[src/swrsc_pkg.sv]
// Constants, types and register map of the sleep, wake and reset control block
package swrsc_pkg;

    localparam logic [15:0] SWRSC_FLAGS_OFS   = 16'hc000;
    localparam logic [15:0] SWRSC_BANK_OFS    = 16'hc002;
    localparam logic [15:0] SWRSC_REV_OFS     = 16'hc004;
    localparam logic [15:0] SWRSC_SPEED_OFS   = 16'hc008;
    localparam logic [15:0] SWRSC_PWR_OFS     = 16'hc00a;
    localparam logic [15:0] SWRSC_IRQEN_OFS   = 16'hc00e;
    localparam logic [15:0] SWRSC_BRK_OFS     = 16'hc014;
    localparam logic [15:0] SWRSC_USBDIAG_OFS = 16'hc03c;
    localparam logic [15:0] SWRSC_MEMDIAG_OFS = 16'hc03e;

    // Reset values
    localparam logic [11:0] SWRSC_BANK_RST    = 12'h010;
    localparam logic [3:0]  SWRSC_SPEED_RST   = 4'hf;
    localparam logic [15:0] SWRSC_PWR_RST     = 16'h0000;

    // Power control fields
    localparam int          SWRSC_PWR_HALT    = 0;
    localparam int          SWRSC_PWR_SLEEP   = 1;
    localparam int          SWRSC_PWR_BOOSTOK = 2;
    localparam int          SWRSC_PWR_GPI     = 4;
    localparam int          SWRSC_PWR_HPI     = 7;
    localparam int          SWRSC_PWR_SPI     = 8;
    localparam int          SWRSC_PWR_HSS     = 9;
    localparam int          SWRSC_PWR_OTG     = 11;
    localparam int          SWRSC_PWR_USB_LO  = 12;
    localparam logic [15:0] SWRSC_PWR_WR_MASK = 16'hfb93;

    // Boot addresses
    localparam logic [15:0] SWRSC_FETCH_ADDR  = 16'hff00;
    localparam logic [15:0] SWRSC_BIOS_ADDR   = 16'he000;

    // Timing at 100 MHz; longest times round down
    localparam int          SWRSC_CLK_PS      = 10000;
    localparam int          SWRSC_RESET_US    = 200;
    localparam int          SWRSC_SETTLE_US   = 200;
    localparam int          SWRSC_RESET_CYC   = (SWRSC_RESET_US * 1000000) / SWRSC_CLK_PS;
    localparam int          SWRSC_SETTLE_CYC  = (SWRSC_SETTLE_US * 1000000) / SWRSC_CLK_PS;

    typedef enum logic [2:0] {
        SWRSC_RST_WAIT = 3'b000,
        SWRSC_FETCH    = 3'b001,
        SWRSC_JUMP     = 3'b010,
        SWRSC_RUN      = 3'b011,
        SWRSC_SLEEP    = 3'b100,
        SWRSC_SETTLE   = 3'b101
    } swrsc_seq_type;

    typedef enum logic [2:0] {
        SWRSC_INT_RAM  = 3'b000,
        SWRSC_EXT_RAM  = 3'b001,
        SWRSC_CTRL_REG = 3'b010,
        SWRSC_EXT_ROM  = 3'b011,
        SWRSC_BOOT_ROM = 3'b100
    } swrsc_region_type;

endpackage

[src/swrsc_sysctl.sv]
// Sleep, wakeup, boot sequencing, memory decode and processor control registers
`timescale 1ns/100ps
module swrsc_sysctl
    import swrsc_pkg::*;
#(
    parameter int          RESET_WAIT_CYCLES = SWRSC_RESET_CYC,
    parameter int          PLL_SETTLE_CYCLES = SWRSC_SETTLE_CYC,
    parameter logic [15:0] REVISION_ID       = 16'h0a5c  // Arbitrary value
)
(
    input  wire logic        CLOCK,
    input  wire logic        SRST,
    input  wire logic [15:0] REG_ADDR,
    input  wire logic [15:0] REG_WDATA,
    input  wire logic        REG_WR,
    input  wire logic        REG_RD,
    output logic      [15:0] REG_RDATA,
    input  wire logic [4:0]  CPU_FLAGS,
    input  wire logic [3:0]  REG_NUM,
    output logic      [15:0] BANK_ADDR,
    input  wire logic [15:0] CPU_ADDR,
    input  wire logic        CPU_MEM_REQ,
    output logic      [15:0] EXT_ADDR,
    output logic             EXT_RAM_SELECT_N,
    output logic             EXT_ROM_SELECT_N,
    output logic      [2:0]  MEM_REGION,
    input  wire logic [3:0]  USB_RESUME,
    input  wire logic        OTG_BUS_POWER,
    input  wire logic        OTG_ROLE_PIN,
    input  wire logic        EXT_WAKE_LINE_A,
    input  wire logic        EXT_WAKE_LINE_B,
    input  wire logic        BOOST_OK,
    input  wire logic        PARALLEL_HOST_PORT_READ,
    input  wire logic        FAST_SERIAL_PORT_READ,
    input  wire logic        SPI_PORT_READ,
    input  wire logic        HOST_IRQ_ACK,
    input  wire logic        USB_BUS_RESET,
    output logic             WAKE_READ_DUMMY,
    output logic             HOST_PORT_IRQ,
    output logic             GPIO_HOLD,
    output logic             CRYSTAL_DRIVE_OUT_EN,
    output logic             PLL_EN,
    output logic             BOOSTER_EN,
    output logic             USB_XCVR_EN,
    output logic             CHARGE_PUMP_OFF,
    output logic             CPU_RUN,
    output logic             CPU_HALT,
    output logic             CPU_PC_LOAD,
    output logic      [15:0] CPU_PC,
    output logic      [3:0]  CORE_DIV,
    output logic      [15:0] IRQ_ENABLE,
    output logic      [15:0] BREAK_ADDR,
    output logic      [15:0] USB_DIAG,
    output logic      [15:0] MEM_DIAG,
    output logic             USB_REG_RESET
);

    typedef struct packed {
        swrsc_seq_type    st;
        logic [14:0]      cnt;
        logic [8:0]       sy1;
        logic [8:0]       sy2;
        logic [8:0]       sy3;
        logic [8:0]       pin;
        logic [11:0]      bank;
        logic [3:0]       speed;
        logic [15:0]      pwr;
        logic [15:0]      irqen;
        logic [15:0]      brk;
        logic [15:0]      usbdiag;
        logic [15:0]      memdiag;
        logic [15:0]      rdata;
        logic [15:0]      bank_addr;
        logic [15:0]      ext_addr;
        logic             ram_sel_n;
        logic             rom_sel_n;
        swrsc_region_type region;
        logic             gpio_hold;
        logic             xtal_en;
        logic             pll_en;
        logic             boost_en;
        logic             xcvr_en;
        logic             pump_off;
        logic             cpu_run;
        logic             pc_load;
        logic [15:0]      pc;
        logic             host_irq;
        logic             dummy;
        logic             usb_rst;
    } swrsc_state_type;

    swrsc_state_type s_q;
    swrsc_state_type s_d;

    logic [8:0] pins;
    logic [8:0] agree;
    logic [8:0] chg;
    logic       usb_wake;
    logic       otg_wake;
    logic       gpi_wake;
    logic       read_wake;
    logic       any_wake;

    // Byte-addressed 64K space, five regions
    function automatic swrsc_region_type mem_region(input logic [15:0] a);
        if (a < 16'h4000)
            mem_region = SWRSC_INT_RAM;
        else if (a < 16'hc000)
            mem_region = SWRSC_EXT_RAM;
        else if (a < 16'hc100)
            mem_region = SWRSC_CTRL_REG;
        else if (a < 16'he000)
            mem_region = SWRSC_EXT_ROM;
        else
            mem_region = SWRSC_BOOT_ROM;
    endfunction

    function automatic logic [15:0] bank_map(input logic [11:0] base, input logic [3:0] num);
        bank_map = ({base, 4'h0} | {11'h000, num, 1'b0}) & 16'hfffe;
    endfunction

    // Pin order: resume[3:0], bus power, role, line A, line B, booster ok
    assign pins  = {BOOST_OK, EXT_WAKE_LINE_B, EXT_WAKE_LINE_A, OTG_ROLE_PIN, OTG_BUS_POWER, USB_RESUME};
    assign agree = ~(s_q.sy2 ^ s_q.sy3);
    assign chg   = agree & (s_q.sy3 ^ s_q.pin);

    assign usb_wake  = |(s_q.pin[3:0] & s_q.pwr[15:SWRSC_PWR_USB_LO]);
    assign otg_wake  = s_q.pwr[SWRSC_PWR_OTG] & (s_q.pin[4] | chg[5]);
    assign gpi_wake  = s_q.pwr[SWRSC_PWR_GPI] & (chg[6] | chg[7]);
    assign read_wake = (PARALLEL_HOST_PORT_READ & s_q.pwr[SWRSC_PWR_HPI])
                     | (FAST_SERIAL_PORT_READ & s_q.pwr[SWRSC_PWR_HSS])
                     | (SPI_PORT_READ & s_q.pwr[SWRSC_PWR_SPI]);
    assign any_wake  = usb_wake | otg_wake | gpi_wake | read_wake;

    always_comb
    begin
        s_d = s_q;
        s_d.sy1 = pins;
        s_d.sy2 = s_q.sy1;
        s_d.sy3 = s_q.sy2;
        s_d.pin = (s_q.pin & ~agree) | (s_q.sy3 & agree);
        s_d.rdata = 16'h0000;
        s_d.pc_load = 1'b0;
        s_d.dummy = 1'b0;
        // USB reset only signals the two USB registers
        s_d.usb_rst = USB_BUS_RESET;

        // Register writes; read-only ones ignore writes
        if (REG_WR)
        begin
            case (REG_ADDR)
                SWRSC_BANK_OFS:    s_d.bank = REG_WDATA[15:4];
                SWRSC_SPEED_OFS:   s_d.speed = REG_WDATA[3:0];
                // Sleep, halt and wake enables writable
                SWRSC_PWR_OFS:     s_d.pwr = REG_WDATA & SWRSC_PWR_WR_MASK;
                SWRSC_IRQEN_OFS:   s_d.irqen = REG_WDATA;
                SWRSC_BRK_OFS:     s_d.brk = REG_WDATA;
                SWRSC_USBDIAG_OFS: s_d.usbdiag = REG_WDATA;
                SWRSC_MEMDIAG_OFS: s_d.memdiag = REG_WDATA;
                default:           s_d.rdata = 16'h0000;
            endcase
        end

        // Reads; write-only and unmapped read zero
        if (REG_RD)
        begin
            case (REG_ADDR)
                SWRSC_FLAGS_OFS: s_d.rdata = {11'h000, CPU_FLAGS};
                SWRSC_BANK_OFS:  s_d.rdata = {s_q.bank, 4'h0};
                SWRSC_REV_OFS:   s_d.rdata = REVISION_ID;
                SWRSC_SPEED_OFS: s_d.rdata = {12'h000, s_q.speed};
                SWRSC_PWR_OFS:   s_d.rdata = s_q.pwr | {13'h0000, s_q.pin[8], 2'b00};
                SWRSC_IRQEN_OFS: s_d.rdata = s_q.irqen;
                SWRSC_BRK_OFS:   s_d.rdata = s_q.brk;
                default:         s_d.rdata = 16'h0000;
            endcase
        end

        s_d.bank_addr = bank_map(s_q.bank, REG_NUM);

        case (s_q.st)
            // Boot wait, then fetch and jump
            SWRSC_RST_WAIT:
            begin
                s_d.cnt = s_q.cnt - 15'h0001;
                if (s_q.cnt == 15'h0000)
                begin
                    s_d.st = SWRSC_FETCH;
                    s_d.pc = SWRSC_FETCH_ADDR;
                    s_d.pc_load = 1'b1;
                end
            end
            SWRSC_FETCH:
            begin
                s_d.st = SWRSC_JUMP;
                s_d.pc = SWRSC_BIOS_ADDR;
                s_d.pc_load = 1'b1;
            end
            SWRSC_JUMP:
                s_d.st = SWRSC_RUN;
            SWRSC_RUN:
                if (s_q.pwr[SWRSC_PWR_SLEEP])
                    s_d.st = SWRSC_SLEEP;
            SWRSC_SLEEP:
                if (any_wake)
                begin
                    s_d.st = SWRSC_SETTLE;
                    s_d.cnt = 15'(PLL_SETTLE_CYCLES - 1);
                    s_d.pwr[SWRSC_PWR_SLEEP] = 1'b0;
                    s_d.dummy = read_wake;
                end
            SWRSC_SETTLE:
            begin
                s_d.cnt = s_q.cnt - 15'h0001;
                if (s_q.cnt == 15'h0000)
                    s_d.st = SWRSC_RUN;
            end
            default:
                s_d.st = SWRSC_RUN;
        endcase

        // Resume wake sets host interrupt; set wins over ack
        s_d.host_irq = (s_q.host_irq & ~HOST_IRQ_ACK) | ((s_q.st == SWRSC_SLEEP) & usb_wake);

        s_d.gpio_hold = (s_d.st == SWRSC_SLEEP);
        s_d.xtal_en = (s_d.st != SWRSC_SLEEP);
        s_d.pll_en = (s_d.st != SWRSC_SLEEP);
        s_d.boost_en = (s_d.st != SWRSC_SLEEP);
        s_d.xcvr_en = (s_d.st != SWRSC_SLEEP);
        // Pump forced off so bus supply drains fully
        s_d.pump_off = (s_d.st == SWRSC_SLEEP);
        s_d.cpu_run = (s_d.st == SWRSC_RUN);

        s_d.region = mem_region(CPU_ADDR);
        s_d.ext_addr = (s_d.st == SWRSC_SLEEP) ? 16'h0000 : CPU_ADDR;
        // Chip selects only for external regions
        s_d.ram_sel_n = ~(CPU_MEM_REQ & (s_d.region == SWRSC_EXT_RAM) & (s_d.st != SWRSC_SLEEP));
        s_d.rom_sel_n = ~(CPU_MEM_REQ & (s_d.region == SWRSC_EXT_ROM) & (s_d.st != SWRSC_SLEEP));
    end

    always_ff @(posedge CLOCK)
    begin
        if (SRST)
        begin
            // Every register back to its default
            s_q <= '0;
            s_q.st <= SWRSC_RST_WAIT;
            s_q.cnt <= 15'(RESET_WAIT_CYCLES - 1);
            s_q.bank <= SWRSC_BANK_RST;
            s_q.speed <= SWRSC_SPEED_RST;
            s_q.pwr <= SWRSC_PWR_RST;
            s_q.bank_addr <= {SWRSC_BANK_RST, 4'h0};
            s_q.ram_sel_n <= 1'b1;
            s_q.rom_sel_n <= 1'b1;
            s_q.xtal_en <= 1'b1;
            s_q.pll_en <= 1'b1;
            s_q.boost_en <= 1'b1;
            s_q.xcvr_en <= 1'b1;
        end
        else
            s_q <= s_d;
    end

    assign REG_RDATA            = s_q.rdata;
    assign BANK_ADDR            = s_q.bank_addr;
    assign EXT_ADDR             = s_q.ext_addr;
    assign EXT_RAM_SELECT_N     = s_q.ram_sel_n;
    assign EXT_ROM_SELECT_N     = s_q.rom_sel_n;
    assign MEM_REGION           = s_q.region;
    assign WAKE_READ_DUMMY      = s_q.dummy;
    assign HOST_PORT_IRQ        = s_q.host_irq;
    assign GPIO_HOLD            = s_q.gpio_hold;
    assign CRYSTAL_DRIVE_OUT_EN = s_q.xtal_en;
    assign PLL_EN               = s_q.pll_en;
    assign BOOSTER_EN           = s_q.boost_en;
    assign USB_XCVR_EN          = s_q.xcvr_en;
    assign CHARGE_PUMP_OFF      = s_q.pump_off;
    assign CPU_RUN              = s_q.cpu_run;
    assign CPU_HALT             = s_q.pwr[SWRSC_PWR_HALT];
    assign CPU_PC_LOAD          = s_q.pc_load;
    assign CPU_PC               = s_q.pc;
    assign CORE_DIV             = s_q.speed;
    assign IRQ_ENABLE           = s_q.irqen;
    assign BREAK_ADDR           = s_q.brk;
    assign USB_DIAG             = s_q.usbdiag;
    assign MEM_DIAG             = s_q.memdiag;
    assign USB_REG_RESET        = s_q.usb_rst;

    // Settle age counter, only checked below
    logic [15:0] settle_age_q;
    always_ff @(posedge CLOCK)
    begin
        if (SRST || s_q.st != SWRSC_SETTLE)
            settle_age_q <= 16'h0000;
        else
            settle_age_q <= settle_age_q + 16'h0001;
    end
endmodule

[config.mk]
export PLATFORM = sky130hd
export DESIGN_NAME = swrsc_sysctl
export DESIGN_NICKNAME = d
export VERILOG_FILES = /design/src/swrsc_pkg.sv /design/src/swrsc_sysctl.sv
export SDC_FILE = /design/constraint.sdc
export NUM_CORES = 1
export LEC_CHECK = 0
export BUFFER_PORTS_ARGS = -buffer_cell sky130_fd_sc_hd__buf_2
export CORE_MARGIN = 4
export CORE_UTILIZATION = 30
export CTS_CLUSTER_DIAMETER = 60
export DETAILED_ROUTE_END_ITERATION = 7
export PLACE_DENSITY = 0.58
export SLEW_MARGIN = 10
export SYNTH_ARGS = -nofsm -noshare
export SYNTH_HDL_FRONTEND = slang
export SYNTH_SLANG_ARGS = --single-unit
[constraint.sdc]
create_clock -name CLOCK -period 3.95 [get_ports CLOCK]
set_input_delay 0.395 -clock CLOCK [delete_from_list [all_inputs] [get_ports CLOCK]]
set_output_delay 0.395 -clock CLOCK [all_outputs]
set_load 0.03 [all_outputs]
Word level (Yosys, flattened, before mapping)

Cells that the tools add are included.

Register bits after elaboration: 221
Bits of input ports: 76
Output and inout bits: 149
Logic and storage cells: 130

Add/sub/neg operators: 1
$lt $le $gt $ge: 4
Equal/unequal tests: 20
Muxes and demuxes: 24
Bitwise gates (word level): 35
Reductions and logical operators: 17

Operators by type and width:

| kind                                                                    | number |
|---|---|
| 16-bit equality test (second input constant)                            | 9 |
| 112-bit 2-to-1 mux                                                      | 1 |
| 16-bit one-hot mux with 7 select lines                                  | 1 |
| 16-bit 2-to-1 mux                                                       | 6 |
| 16-bit < comparator (second input constant)                             | 3 |
| 17-bit one-hot mux with 2 select lines                                  | 1 |
| 15-bit one-hot mux with 2 select lines                                  | 1 |
| 3-bit 2-to-1 mux                                                        | 7 |
| 9-bit AND                                                               | 2 |
| 18-bit 2-to-1 mux                                                       | 1 |
| 9-bit inverter                                                          | 2 |
| 2-bit AND reduction                                                     | 9 |
| 17-bit 2-to-1 mux                                                       | 1 |
| 16-bit by 15-bit < comparator with 1-bit output (second input constant) | 1 |
| 16-bit by 3-bit OR with 16-bit output                                   | 1 |
| 16-bit by 5-bit OR with 16-bit output                                   | 1 |
| 15-bit logical NOT                                                      | 1 |
| 3-bit one-hot mux with 5 select lines                                   | 1 |
| 15-bit by 1-bit subtractor with 15-bit output (second input constant)   | 1 |
| 12-bit 2-to-1 mux                                                       | 1 |
| 1-bit AND                                                               | 11 |
| 3-bit by 2-bit equality test with 1-bit output (second input constant)  | 3 |
| 3-bit equality test (second input constant)                             | 3 |
| 9-bit OR                                                                | 1 |
| other kinds (16)                                                        | 32 |

Longest topological paths before layout

Word-level depth: 13
Gate-level depth with buffers: 8
Gate-level depth less buffers: 7

Worst setup path after synthesis

OpenSTA, ideal clock, no wires.

Path kind: input to register
Start point: in REG_ADDR[9]
End point: reg s_q, in the netlist MEM_DIAG[10]
Setup time: 0.142 ns
Arrival time: 2.288 ns
Required time: 3.808 ns
Setup slack: 1.520 ns
Stages on the path: 7
Buffers on the path: 2
Cells stage by stage: or4_4 or4_4 or4_1 buf_2 buf_6 nand2_2 a21oi_2

Longest elaborated chain between the ends: 2

Ends and longest elaborated chain:

| element                              | line                | source |
|---|---|---|
| start: declaration                   | swrsc_sysctl.sv:13  | `input wire logic [15:0] REG_ADDR,` |
| 16-bit equality test                 | swrsc_sysctl.sv:151 | `case (REG_ADDR)` |
| 2-bit AND reduction (no source line) | n/a                 |  |
| end: declaration                     | swrsc_sysctl.sv:92  | `swrsc_state_type s_q;` |

Every way passes these cells.
A chain may end at the register's enable or synchronous reset.

Final worst setup path

Start point: in REG_ADDR[9]
End point: reg s_q, in the netlist MEM_DIAG[4]

Same word-level chain as after synthesis.

==> reports/metrics.yaml <==
p_sw_mw: 1.09
vias: 6808
antennaDiodeCount: 0
slew_headroom_pct: 26.0
htree_levels: 1
grt_pass1_wl_mm: 38.4
io_buffer_count: 215
netlist_instances: 997
grt_pass1_vias: 6567
ant_nets: 0
stdcell_area_um2: 10100
drc_errors: 0
max_freq_ghz: 0.421
clk_pin_slew_ps: 50
die_area_um2: 32200
required_ps: 4300
cp_slowest_stage_delay_ps: 890
synth_top_area_share_pct: 46.7
tightest_slew_ps: 1110
n_fill_cell: 2998
clk_latency_ps: 530
netlist-cell-type-count: 60
layout_commonest_cell: "buf_2"
synthTopCellsByArea: "dfxtp_1 47%, buf_4 12%, nand2_1 7.4%, a21oi_1 4.4%, nor2b_1 3.1%"
fin_crit_ps: 2370
fin_nets: 1147
syn_avg_cell_area_um2: 8.86
grt.overflow.total: 0
reg2reg_slack_ps: 1750
power_leakage_nw: 4.00
ir_drop_uv: 310
hp-start: "CPU_MEM_REQ"
rsz0062_at_grt: "false"
final_cell_mix: "214 x buf_2, 206 x dfxtp_1, 173 x nand2_1"
power_per_cell_area_nw_per_um2: 463
min_period_over_period_pct: 60.1
initial_core_util_pct: 30.6
grt_start_max_net_pins: 92
async_flop_share_pct: 0
worstSetupPathType: "in2reg"
antenna_found_initial: 0
drt_pre_antenna_iters: 5
grtUsageTotal_pct: 14.6
io_pins: 225
cts_tree: "built"
cp_common_cell: "or4_4"
crit_path_end_kind: "flip-flop"
fin_tns_setup_ps: 0
ys_warn_count: 0
hold_buffers: 0
cts_buffers: 27
r2r_start: "s_q[212]"
core_um2: 28900
synthesis.area_um2: 8830
drt-wirelength-per-cell_um: 16.8
min_path_type: "in2reg"
drt_iter0_drc: 398
postPlaceCellArea_um2: 9240
root_buffer: "clkbuf_16"
path_delay_family: "simple AND/OR/NAND/NOR gates"
internal_power_mw: 3.58
die_w_um: 180
status: "finished clean"
path_max_fanout: 16
power.share.switching_pct: 23.3
finalSetupViolCount: 0
setup.worst_path.start: "REG_ADDR[9]"
skew_ps: 14.7
clkPwrFrac_pct: 50.1
post-cts-setup-buffers: 0
critPathSlowestCell: "or4_1"
ys.flop_type: "dfxtp_1"
cts.path.max_buffers: 3
wirelength_mm: 24.7
synth_edf_count: 0
path_cells: "buf_2, or4_4, or4_4, or4_1, nand2_1, a21oi_1"
area_growth_pct: 14.4
fp.dieH_um: 180
yosysSeqAreaShare_pct: 46.7
finalHoldViolations: 0
whs_ps: 60.8
cts_sinks: 206
num_rows: 62
cp.arrival_ps: 2730
cts_resized: 0
cap_violations: 0
critPathBufInv: 1
cp-start-kind: "input port"
synth_largest_area_cell: "dfxtp_1"
pre_cts_slack_ps: 1030
setup_ws_ps: 1580
pwr-share-comb_pct: 4.6
place.gp.congestion: 0.870
seqPwrFrac_pct: 45.3
finalMaxSlewViolations: 0
place_hpwl_mm: 17.7
routed_via_density: 4.63
synth_seq_cells: 206
drive_above_1_share_pct: 30.3
registers in the layout, summed over array words and instances (netlist names), 4 cells and up:
name / count
s_d: 18
s_q: 58
BANK_ADDR: 15
REG_RDATA: 16
USB_DIAG: 16
BREAK_ADDR: 16
IRQ_ENABLE: 16
MEM_DIAG: 16
CORE_DIV: 4
EXT_ADDR: 16
path summary, 6_finish.rpt:
path | cells after the start | end
worst max-delay path | 6 | MEM_DIAG[4]
worst min-delay path | 2 | EXT_ROM_SELECT_N
worst max register to register | 6 | CPU_PC_LOAD
worst min register to register | 1 | s_d[186]
kinds of logic (layout without fill, tap and decap cells):
kind of cell             Yosys count  count (layout)  synth area share (%)
AND/OR/NAND/NOR                  386             386                  22.1
flip-flops                       206             206                  46.7
buffers and inverters            200             282                  14.8
XOR/XNOR                           7               7                 0.694
adder cells (fa/ha/maj)            3               3                 0.425
other                              1               9                0.0425
AO/OA/AOI/OAI                    165             165                  11.9
multiplexers                      29              29                  3.43
worst reg2reg max path, stage by stage, from the launching register on:
cell and delay [ps]:
dfxtp_1 340, inv_1 70, ha_1 240, nor4b_1 310, nand4_1 290, a2111oi_0 660
buf_4 230
power groups by stage:
| stage | Sequential [mW] | Combinational [mW] | Clock [mW] |
|---|---|---|---|
| global route | 2.12 | 0.232 | 2.51 |
| floorplan | 2.16 | 0.136 | 0 |
| finish | 2.12 | 0.213 | 2.34 |
| CTS | 2.12 | 0.216 | 2.42 |
| detailed placement | 2.16 | 0.216 | 0 |
| global placement | 2.16 | 0.214 | 0 |
routing by layer:
metal,wire length (um),vias up,GRT usage [%]
met3,1890,39,3.46
met2,11200,255,23.5
met5,0,-,0
met4,503,0,3.78
met1,11100,3155,19.7
li1,-,3359,-
layout make-up:
type / count / area (um^2) / area share, %
clock buffer: 37 / 753 / 7.46
clock inverter: 11 / 113 / 1.11
inverter: 10 / 37.5 / 0.372
multi-input combinational: 599 / 3440 / 34.1
sequential: 206 / 4120 / 40.8
tap: 384 / 480 / 4.76
timing repair buffer: 224 / 1150 / 11.4
through the flow:
stage	total power, mW	instances	util [%]
6_report	4.67	1471	35.0
4_1_cts	4.75	1471	35.0
3_5_place_dp	2.38	1423	32.0
2_1_floorplan	2.30	1005	-
5_1_grt	4.86	1471	35.0
3_3_place_gp	2.38	1423	32.0
synth_stat cells, types with 17 or more instances:
cell      instances
and2_1           17
nor2_1           36
dfxtp_1         206
nand2_1         173
nor2b_1          44
clkbuf_1         34
buf_4           140
a21oi_2          20
mux2i_1          19
a21oi_1          78
nand2_2          20
o21ai_0          17
nor3_1           28
Note: power is estimated with default switching activity, not from simulation.
